==> src/design/ctla_pkg.sv <==
package ctla_pkg;
  // ----------------------------------------
  // Sizes
  // ----------------------------------------
  localparam int NS    = 4;       // Upstream slots (masters attach)
  localparam int SW    = 2;       // Upstream slot index width
  localparam int NM    = 2;       // downstream_slot_side slots
  localparam int DW    = 1;       // Downstream slot index width
  localparam int thread_tag_width = 2;
  localparam int TW    = thread_tag_width;
  localparam int IDW   = SW + TW; // Full transaction tag width
  localparam int CW    = 3;       // Counter width
  localparam int PRW   = 4;       // Priority field width
  localparam int PAW   = 12;      // APB address width
  // Threads per slot: smaller of acceptance and tag space
  localparam int NT    = (4 < (1 << TW)) ? 4 : (1 << TW);

  // ----------------------------------------
  // Limits and slot configuration
  // ----------------------------------------
  localparam logic [1:0][CW-1:0] ACC_LIM  = '{3'h4, 3'h4}; // rd, wr
  localparam logic [1:0][CW-1:0] ISS_LIM  = '{3'h4, 3'h4}; // rd, wr
  localparam logic [CW-1:0]      LITE_LIM = 3'h1;
  localparam logic [CW-1:0]      ONE      = 3'h1;
  localparam logic [NS-1:0]      SLOT_LITE = 4'h8;
  localparam logic [NM-1:0]      DOWN_LITE = 2'h0;
  localparam logic [NS-1:0]      SINGLE    = 4'h4;
  localparam logic [NS-1:0]      slot_fed_by_cascade = 4'h2;
  localparam logic [NS-1:0][NM-1:0] CONN = '{2'h3, 2'h3, 2'h1, 2'h3};
  localparam logic [NS-1:0][IDW-1:0] slot_base_tag =
    '{4'hc, 4'h8, 4'h4, 4'h0};
  localparam logic [IDW-1:0]     TAG_MASK = 4'h3;

  // ----------------------------------------
  // Registers
  // ----------------------------------------
  localparam logic [PAW-1:0] A_CTRL  = 12'h000;
  localparam logic [PAW-1:0] A_PRIO  = 12'h004;
  localparam logic [PAW-1:0] A_WSTAT = 12'h008;
  localparam logic [PAW-1:0] A_RSTAT = 12'h00c;
  localparam int             MODE_BIT = 0;
  localparam logic           MODE_RST = 1'h1;

  // ----------------------------------------
  // Carriers
  // ----------------------------------------
  typedef struct packed {
    logic          vld;  // Address request pending
    logic [DW-1:0] dst;  // Decoded downstream slot
    logic [TW-1:0] tag;  // Thread tag
  } ctla_req_t;

  typedef struct packed {
    logic           hs;   // Valid and ready both high
    logic           last; // Last read beat
    logic [DW-1:0]  src;  // Responding downstream slot
    logic [IDW-1:0] id;   // Full tag
  } ctla_rsp_t;

  typedef struct packed {
    logic           vld;
    logic [SW-1:0]  slot;
    logic [DW-1:0]  dst;
    logic [IDW-1:0] id;
  } ctla_iss_t;

  typedef struct packed {
    logic          vld;
    logic [SW-1:0] slot;
  } ctla_route_t;

  typedef struct packed {
    logic                               mode;
    logic [NS-1:0][PRW-1:0]             prio;
    logic [1:0][SW-1:0]                 rr;
    logic [1:0][NS-1:0][CW-1:0]         acc;
    logic [1:0][NM-1:0][CW-1:0]         iss;
    logic [1:0][NS-1:0][NT-1:0][CW-1:0] tcnt;
    logic [1:0][NS-1:0][NT-1:0][DW-1:0] tdst;
    ctla_iss_t [1:0]                    iss_o;
    ctla_route_t [1:0]                  rte;
    logic [31:0]                        prdata;
  } ctla_st_t;

  localparam ctla_st_t ST_RST = '{mode: MODE_RST, default: '0};
endpackage : ctla_pkg

==> src/design/ctla_xbar.sv <==
`timescale 1ns/1ns
// Functional notes
// - Cap accepted writes and reads per slot
// - Per-thread counters, min(acceptance, tag space)
// - Cap issued writes and reads per target
// - Write response handshake decrements counters
// - Read completes only on last beat
// - Limited requests leave arbitration, others proceed
// - Lite slots allow one outstanding only
// - Highest static priority 0..15 wins
// - All priority zero: round robin
// - Priority tie above zero: lowest slot
// - Exclude slots risking deadlock
// - Shared mode: one outstanding overall
// - Sparse mode: only mapped pathways exist
// - Single-threaded slot: one tag at once
// - Multi-thread slot: one target per thread
// - Cascade-fed slot: upstream restricts threads
// - Count at the crossbar only
// - Full tag is base OR thread tag
module ctla_xbar (
  input  wire  logic                          pclk,
  input  wire  logic                          presetn,
  input  wire  logic [ctla_pkg::PAW-1:0]      paddr,
  input  wire  logic                          psel,
  input  wire  logic                          penable,
  input  wire  logic                          pwrite,
  input  wire  logic [31:0]                   pwdata,
  output logic [31:0]                         prdata,
  output logic                                pready,
  output logic                                pslverr,
  input  wire  ctla_pkg::ctla_req_t [1:0][ctla_pkg::NS-1:0] req,
  output logic [1:0][ctla_pkg::NS-1:0]        req_rdy,
  input  wire  ctla_pkg::ctla_rsp_t [1:0]     rsp,
  output ctla_pkg::ctla_iss_t [1:0]           issue,
  output ctla_pkg::ctla_route_t [1:0]         route
);
  localparam int NS   = ctla_pkg::NS;
  localparam int TOTW = ctla_pkg::CW + 3;

  // ----------------------------------------
  // State
  // ----------------------------------------
  ctla_pkg::ctla_st_t             st_q;  // Registered state
  ctla_pkg::ctla_st_t             st_d;  // Next state
  logic [1:0][NS-1:0]             gnt;   // Grants per channel
  logic [1:0][NS-1:0]             qual;  // Qualified requests
  logic [TOTW-1:0]                tot;   // All accepted outstanding
  logic                           blk;   // Shared mode grant taken
  logic                           ok;    // Qualification scratch
  logic [ctla_pkg::DW-1:0]        d;     // Request target
  logic [ctla_pkg::TW-1:0]        t;     // Request tag
  logic [ctla_pkg::CW-1:0]        lim;   // Acceptance limit
  logic [ctla_pkg::CW-1:0]        ilim;  // Issuing limit
  logic                           any;   // Some slot qualified
  logic                           fnd;   // Round robin hit
  logic [ctla_pkg::PRW-1:0]       maxp;  // Best priority seen
  logic [ctla_pkg::SW-1:0]        win;   // Winning slot
  logic [ctla_pkg::SW-1:0]        idx;   // Round robin probe
  logic [ctla_pkg::SW-1:0]        rs;    // Response slot
  logic [ctla_pkg::TW-1:0]        rt;    // Response tag
  logic                           unmap; // Unmapped APB address

  // ----------------------------------------
  // Next-state logic
  // ----------------------------------------
  always_comb begin
    st_d = st_q;
    gnt  = '0;
    qual = '0;
    tot  = '0;
    blk  = 1'b0;
    ok   = 1'b0;
    d    = '0;
    t    = '0;
    lim  = '0;
    ilim = '0;
    any  = 1'b0;
    fnd  = 1'b0;
    maxp = '0;
    win  = '0;
    idx  = '0;
    rs   = '0;
    rt   = '0;
    // Outstanding total over both channels
    for (int c = 0; c < 2; c++) begin
      st_d.iss_o[c].vld = 1'b0;
      st_d.rte[c].vld   = 1'b0;
      for (int s = 0; s < NS; s++) begin
        tot = tot + TOTW'(st_q.acc[c][s]);
      end
    end
    for (int c = 0; c < 2; c++) begin
      // Qualify each slot
      for (int s = 0; s < NS; s++) begin
        d = req[c][s].dst;
        t = req[c][s].tag;
        lim  = ctla_pkg::SLOT_LITE[s] ? ctla_pkg::LITE_LIM
                                      : ctla_pkg::ACC_LIM[c];
        ilim = ctla_pkg::DOWN_LITE[d] ? ctla_pkg::LITE_LIM
                                      : ctla_pkg::ISS_LIM[c];
        ok = req[c][s].vld && ctla_pkg::CONN[s][d];
        ok = ok && (st_q.acc[c][s] < lim) && (st_q.iss[c][d] < ilim);
        if (ctla_pkg::SINGLE[s]) begin
          ok = ok && ((st_q.acc[c][s] == '0) ||
                      (st_q.tcnt[c][s][t] != '0));
        end else if (!ctla_pkg::slot_fed_by_cascade[s]) begin
          ok = ok && ((st_q.tcnt[c][s][t] == '0) ||
                      (st_q.tdst[c][s][t] == d));
        end
        if (!st_q.mode) begin
          ok = ok && (tot == '0) && !blk;
        end
        qual[c][s] = ok;
      end
      any  = 1'b0;
      maxp = '0;
      win  = '0;
      for (int s = 0; s < NS; s++) begin
        if (qual[c][s] && (!any || st_q.prio[s] > maxp)) begin
          any  = 1'b1;
          maxp = st_q.prio[s];
          win  = ctla_pkg::SW'(s);
        end
      end
      if (any && maxp == '0) begin
        fnd = 1'b0;
        for (int k = 1; k <= NS; k++) begin
          idx = ctla_pkg::SW'(st_q.rr[c] + ctla_pkg::SW'(k));
          if (!fnd && qual[c][idx]) begin
            fnd = 1'b1;
            win = idx;
          end
        end
      end
      // Grant and count
      if (any) begin
        d = req[c][win].dst;
        t = req[c][win].tag;
        gnt[c][win] = 1'b1;
        blk = 1'b1;
        st_d.rr[c] = win;
        st_d.acc[c][win] = st_d.acc[c][win] + ctla_pkg::ONE;
        st_d.iss[c][d]   = st_d.iss[c][d] + ctla_pkg::ONE;
        st_d.tcnt[c][win][t] = st_d.tcnt[c][win][t] + ctla_pkg::ONE;
        st_d.tdst[c][win][t] = d;
        st_d.iss_o[c].vld  = 1'b1;
        st_d.iss_o[c].slot = win;
        st_d.iss_o[c].dst  = d;
        st_d.iss_o[c].id = ctla_pkg::slot_base_tag[win] |
                           {{ctla_pkg::SW{1'b0}}, t};
      end
      if (rsp[c].hs && (c == 0 || rsp[c].last)) begin
        for (int s = 0; s < NS; s++) begin
          if ((rsp[c].id & ~ctla_pkg::TAG_MASK) ==
              ctla_pkg::slot_base_tag[s]) begin
            rs = ctla_pkg::SW'(s);
          end
        end
        rt = rsp[c].id[ctla_pkg::TW-1:0];
        if (st_q.acc[c][rs] != '0) begin
          st_d.acc[c][rs] = st_d.acc[c][rs] - ctla_pkg::ONE;
        end
        if (st_q.iss[c][rsp[c].src] != '0) begin
          st_d.iss[c][rsp[c].src] = st_d.iss[c][rsp[c].src] -
                                    ctla_pkg::ONE;
        end
        if (st_q.tcnt[c][rs][rt] != '0) begin
          st_d.tcnt[c][rs][rt] = st_d.tcnt[c][rs][rt] - ctla_pkg::ONE;
        end
        st_d.rte[c].vld  = 1'b1;
        st_d.rte[c].slot = rs;
      end
    end
    // APB read data captured in setup phase
    if (psel && !penable) begin
      case (paddr)
        ctla_pkg::A_CTRL:  st_d.prdata = 32'(st_q.mode);
        ctla_pkg::A_PRIO:  st_d.prdata = 32'(st_q.prio);
        ctla_pkg::A_WSTAT: st_d.prdata = 32'(st_q.acc[0]);
        ctla_pkg::A_RSTAT: st_d.prdata = 32'(st_q.acc[1]);
        default:           st_d.prdata = '0;
      endcase
    end
    // APB writes in access phase
    if (psel && penable && pwrite) begin
      case (paddr)
        ctla_pkg::A_CTRL: st_d.mode = pwdata[ctla_pkg::MODE_BIT];
        ctla_pkg::A_PRIO: st_d.prio = pwdata[$bits(st_q.prio)-1:0];
        default: ;
      endcase
    end
  end

  // ----------------------------------------
  // State register
  // ----------------------------------------
  always_ff @(posedge pclk or negedge presetn) begin
    if (!presetn) begin
      st_q <= ctla_pkg::ST_RST;
    end else begin
      st_q <= st_d;
    end
  end

  // ----------------------------------------
  // Outputs
  // ----------------------------------------
  assign unmap   = !(paddr inside {ctla_pkg::A_CTRL, ctla_pkg::A_PRIO,
                                   ctla_pkg::A_WSTAT, ctla_pkg::A_RSTAT});
  assign pready  = 1'b1;
  assign pslverr = psel && penable && unmap;
  assign prdata  = st_q.prdata;
  assign req_rdy = gnt;
  assign issue   = st_q.iss_o;
  assign route   = st_q.rte;

  logic acc_over;  // Some slot past its limit
  logic prio_bad;  // Winner outranked by a qualified slot
  logic [ctla_pkg::SW-1:0] bslot;  // Slot of write response
  logic [ctla_pkg::CW-1:0] bacc;   // Its acceptance count
  logic [ctla_pkg::SW-1:0] wslot;  // Slot granted on write channel

  // Helper flags
  always_comb begin
    acc_over = 1'b0;
    prio_bad = 1'b0;
    wslot    = '0;
    for (int c = 0; c < 2; c++) begin
      for (int s = 0; s < NS; s++) begin
        // Write grant slot, kept apart from the read winner
        if (c == 0 && gnt[c][s]) begin
          wslot = ctla_pkg::SW'(s);
        end
        if (st_q.acc[c][s] > ctla_pkg::ACC_LIM[c] ||
            (ctla_pkg::SLOT_LITE[s] &&
             st_q.acc[c][s] > ctla_pkg::LITE_LIM)) begin
          acc_over = 1'b1;
        end
        for (int o = 0; o < NS; o++) begin
          if (gnt[c][s] && qual[c][o] &&
              st_q.prio[o] > st_q.prio[s]) begin
            prio_bad = 1'b1;
          end
        end
      end
    end
  end
  assign bslot = rsp[0].id[ctla_pkg::IDW-1:ctla_pkg::TW];
  assign bacc  = st_q.acc[0][bslot];
endmodule : ctla_xbar

==> config.mk <==
export PLATFORM = sky130hd
export DESIGN_NAME = ctla_xbar
export DESIGN_NICKNAME = d
export VERILOG_FILES = /design/src/design/ctla_pkg.sv /design/src/design/ctla_xbar.sv
export SDC_FILE = /design/constraint.sdc
export NUM_CORES = 1
export LEC_CHECK = 0
export BUFFER_PORTS_ARGS = -buffer_cell sky130_fd_sc_hd__clkbuf_2
export CAP_MARGIN = 20
export CORE_UTILIZATION = 45
export CTS_CLUSTER_DIAMETER = 60
export DETAILED_ROUTE_END_ITERATION = 12
export PLACE_DENSITY = 0.69
export REMOVE_ABC_BUFFERS = 1
export SYNTH_ARGS = -nofsm -noshare
export SYNTH_HDL_FRONTEND = slang
export SYNTH_SLANG_ARGS = --single-unit
==> constraint.sdc <==
create_clock -name pclk -period 27.5 [get_ports pclk]
set_clock_uncertainty 0.2 [all_clocks]
set_input_delay 5.5 -clock pclk [delete_from_list [all_inputs] [get_ports pclk]]
set_output_delay 5.5 -clock pclk [all_outputs]
set_load 0.1 [all_outputs]
Word level (Yosys, flattened, before mapping)
Cells that the tools add are included.

storage, ports and cells
  register bits after elaboration = 235
  input port bits = 95
  output and inout bits = 64
  word-level logic and storage cells = 604

cells by class
  add/subtract/negate cells = 25
  order comparisons = 68
  equality and inequality tests = 13
  multiplexer cells = 280
  bitwise operators = 2
  reduce and logical (&&, ||, !) cells = 122

operators with widths
  cell                                                        number
  2-to-1 mux 48 bit                                           6
  2-to-1 mux 3 bit                                            70
  bitwise mux 48 bit                                          4
  2-to-1 mux 12 bit                                           16
  binary-select mux 12 bit (select 2 bit)                     6
  binary-select mux 3 bit (select 2 bit)                      18
  demux 12 bit (select 2 bit)                                 4
  logical AND 1 bit                                           73
  less-than comparator 2 x 3 -> 1 bit, second input constant  22
  2-to-1 mux 1 bit                                            66
  case mux 16 bit (4 select lines)                            1
  2-to-1 mux 4 bit                                            14
  bitwise mux 12 bit                                          4
  demux 3 bit (select 2 bit)                                  8
  2-to-1 mux 2 bit                                            23
  2-to-1 mux 6 bit                                            6
  binary-select mux 4 bit (select 2 bit)                      4
  bitwise mux 16 bit                                          2
  adder 6 x 3 -> 6 bit                                        4
  binary-select mux 1 bit (select 2 bit)                      12
  bitwise mux 6 bit                                           4
  equality test 12 x 4 -> 1 bit, second input constant        2
  > comparator 4 bit                                          6
  less-than comparator 1 x 2 -> 1 bit, second input constant  12
  30 further kinds                                            123

Logic depth before layout (Yosys ltp)
  depth in word-level cells = 73
  mapped depth = 64
  mapped depth without buffers = 60

Worst setup path before layout
OpenSTA, ideal clock, no wires.

  path kind = input -> output
  from = in req[12] (netlist name)
  to = out req_rdy[5] (netlist name)
  arrival = 13.582 ns
  required time = 21.800 ns
  slack = 8.218 ns
  stages on the path = 35
  path buffers = 3
  cells stage by stage = clkbuf_1 mux4_2 mux2_2 and2_1 nor2_1 a41oi_1 nor2_1 nand2_1 ha_1 and2_1 o21ai_0 a32o_1 a41oi_1 a22o_1 nand2_1 ha_1 nor2b_1 o21a_1 o21a_1 o21a_1 o21a_1 buf_2 a21oi_1 a31oi_1 ha_1 nor2b_1 o21a_1 o21a_1 o21ai_0 a21oi_1 a221oi_1 o21ai_1 a22o_1 buf_2 nor2_1

RTL lines
  what                RTL line         RTL
  start: declaration  ctla_xbar.sv:32  input wire ctla_pkg::ctla_req_t [1:0][ctla_pkg::NS-1:0] req,
  end: declaration    ctla_xbar.sv:33  output logic [1:0][ctla_pkg::NS-1:0] req_rdy,

==> metrics <==
Final #Nets 2188; worst r2r src st_q[196]; Slew HR 21.9%; CTS tree built; vias 16700; Avg Inst Size Synth 8.44 sq um; Avg WL per Cell approximately 22 microns; setup repair after global routing missed its margin no; Mapped Cells 2013; clk_lat worst skew 0.47 ns; first-pass GRT wire length between 90000 and 100000 microns; startpoint types primary input; Final GP Congestion 0.968; Worst EP arrival 15.92 ns; R2R Setup Slk approximately 11 ns; Post-DP HPWL 41600 microns; Max FO, Critical Path 23; hold_buf cts 0; Final ANT Viol Nets 0; HP Class flip-flop to flip-flop; area of all placed cells without fillers 18200 sq um; die area 38500 sq um; WL met1 23800 microns; Reg clk slew, reported paths 0.07 ns; Hold Fails Final Rpt 0; Slew Viols, Final 0; CTS sink count 199; status finished, final reports clean; final setup vio count 0; # resized after CTS 0; Area Growth Syn to Fin 7.21%; Period minus WS final 21.62 ns; WP data required roughly 22 ns; vias in the first global route 15900; postcts setup bufs 0; number of max-cap violations 0; Synth Flop Type dfrtp_1; Pre-antenna DRT Iters 7; met3 routed WL just under 6000 microns; CP startpoint req[0]; worst slew pin tran approximately 1.2 ns; max frequency 0.0463 GHz; DRT Wirelength about 57000 microns; core footprint 36900 sq um; Worst Slack Setup Final slightly below 6 ns; setup TNS 0 ns; Crit Path Category primary input to output pin; top sig layer met4; Chip Width 196 microns; Ant. Diodes 0; H-tree lvl count 4; Port Buffers 124; Synth Cell Area 17000 sq um; Synth async-reset ratio 100%; post-synth cell types 107; metal2 WL 25800 microns; Clock Tree Buf Depth 2; FF+latch count, synth 199; Synth warnings 0; Crit Reg-Reg Endpoint st_q[154]; Initial DRC Count 2121; GRT overflow 0; row cnt 70; share of cells above drive strength 1 15.6%; I/O Pins ~160; Root Driver clkbuf_16; fin crit share 78.6%; All-Layer GR Usage 29.9%; dpl ws 6.28 ns; detailed-route DRC error count 0; sequential cell area fraction in the yosys report around 30%; Post-synth EDFFs 0; routed vias/inst ~6.6; initial antenna violation count 0; Slowest-stage cell, CP a41oi_1; Worst Setup EP req_rdy[6]; CP endpoint kind output pin; Die Y-Extent 196 microns; pin count of the biggest net entering global routing 75; worst stage delay on the critical path 0.96 ns; initial core utilization 46.1%; cell mode on critical path o21a_1; R2R cell count 56; placed cell area 17600 sq um; Num CTS Buffers 17
## per-layer routing
metal | vias to the layer above | track usage [%]
met2 | 1009 | 46.0
met5 | - | 0
met1 | 8051 | 40.9
li1 | 7471 | -
met4 | 0 | 11.8
met3 | 181 | 6.34
## Yosys cell counts, drive strengths merged, types with 39 or more instances
cell,n,area (sq um)
nand2,246,936
dfrtp,198,4950
nor2,166,628
o21ai,128,648
a21oi,122,622
mux2i,99,991
buf,87,568
inv,82,308
clkbuf,70,263
mux2,64,721
nor3,58,338
nand3,56,285
a211oi,42,320
ha,42,526
nor4,39,250
## through the flow
| step | util [%] | cells | hold WS [ns] |
|---|---|---|---|
| 6_report | 49.4 | 2551 | 0.276 |
| 5_1_grt | 49.4 | 2551 | 0.302 |
| 4_1_cts | 49.3 | 2550 | 0.282 |
| 3_5_place_dp | 47.8 | 2518 | 0.266 |
| 3_3_place_gp | 47.8 | 2518 | 0.256 |
| 2_1_floorplan | - | 1871 | 0.245 |
## cell usage in the layout (no fill, tap or decap), types with 9 or more instances in the layout
cell	synthesis	final
and2_1	17	17
o211ai_1	18	18
clkbuf_2	0	123
nor4b_1	12	12
a211oi_1	41	41
a32oi_1	11	11
nor3_1	51	50
o221ai_1	9	9
a31oi_1	31	31
a21oi_1	121	121
or3_1	14	14
xor2_1	21	21
mux2_2	64	64
nor4_1	38	38
nand2b_1	15	15
mux4_2	21	21
or2_2	12	12
o21a_1	21	21
a22oi_1	21	20
o31ai_1	26	26
nor2_1	164	164
xnor2_1	20	20
and3_1	16	16
nand2_1	243	243
buf_4	57	19
nor2b_1	16	16
conb_1	2	17
mux2i_1	99	99
dfrtp_1	198	198
nand3_1	55	55
fa_1	17	17
nand4_1	13	13
inv_1	80	80
ha_1	42	42
o22ai_1	14	14
clkbuf_16	0	17
o21ai_0	119	119
## layout make-up
cell class | instances | area (sq um)
inverter | 85 | 319
multi-input combinational | 1587 | 10900
fill | 3535 | 18700
clock buffer | 21 | 450
sequential | 199 | 4980
clock inverter | 11 | 121
timing repair buffer | 144 | 787
tap | 504 | 631
## critical path: cells and delay by family
kind                       cells  cell delay [ns]
AOI/OAI and AO/OA             18             5.79
adders and majority gates      3             0.88
buffers and inverters          4             1.37
and+or+nand+nor               10             2.37
## state kept, by name (all words and copies together) (netlist names)
| name | count |
|---|---|
| st_q | 165 |
| issue | 12 |
| route | 6 |
| prdata | 16 |
## worst min-delay path by stage
| stage | start | to | slack [ns] | depth (start not counted) |
|---|---|---|---|---|
| after detailed placement | st_q[57] | st_q[57] | 0.27 | 2 |
| after CTS | st_q[57] | st_q[57] | 0.28 | 2 |
| after floorplan | st_q[56] | st_q[56] | 0.24 | 2 |
| after global routing | route[4] | route[4] | 0.30 | 2 |
| final | prdata[1] | prdata[1] | 0.28 | 2 |
| after global placement | st_q[57] | st_q[57] | 0.26 | 2 |
## cells by family (layout without fill, tap and decap cells)
| family | Yosys count | count (layout) | synth area share, % |
|---|---|---|---|
| compound gates | 573 | 573 | 23.3 |
| xor+xnor | 41 | 41 | 2.11 |
| fa+ha+maj | 59 | 59 | 5.10 |
| buf+inv | 242 | 261 | 6.77 |
| flops | 199 | 199 | 29.3 |
| mux | 184 | 184 | 12.9 |
| other cells | 2 | 17 | 0.0442 |
| simple gates | 713 | 713 | 20.5 |
Power is not shown: default switching activity piles up to over one toggle a cycle in this logic, so the estimate is an artifact.
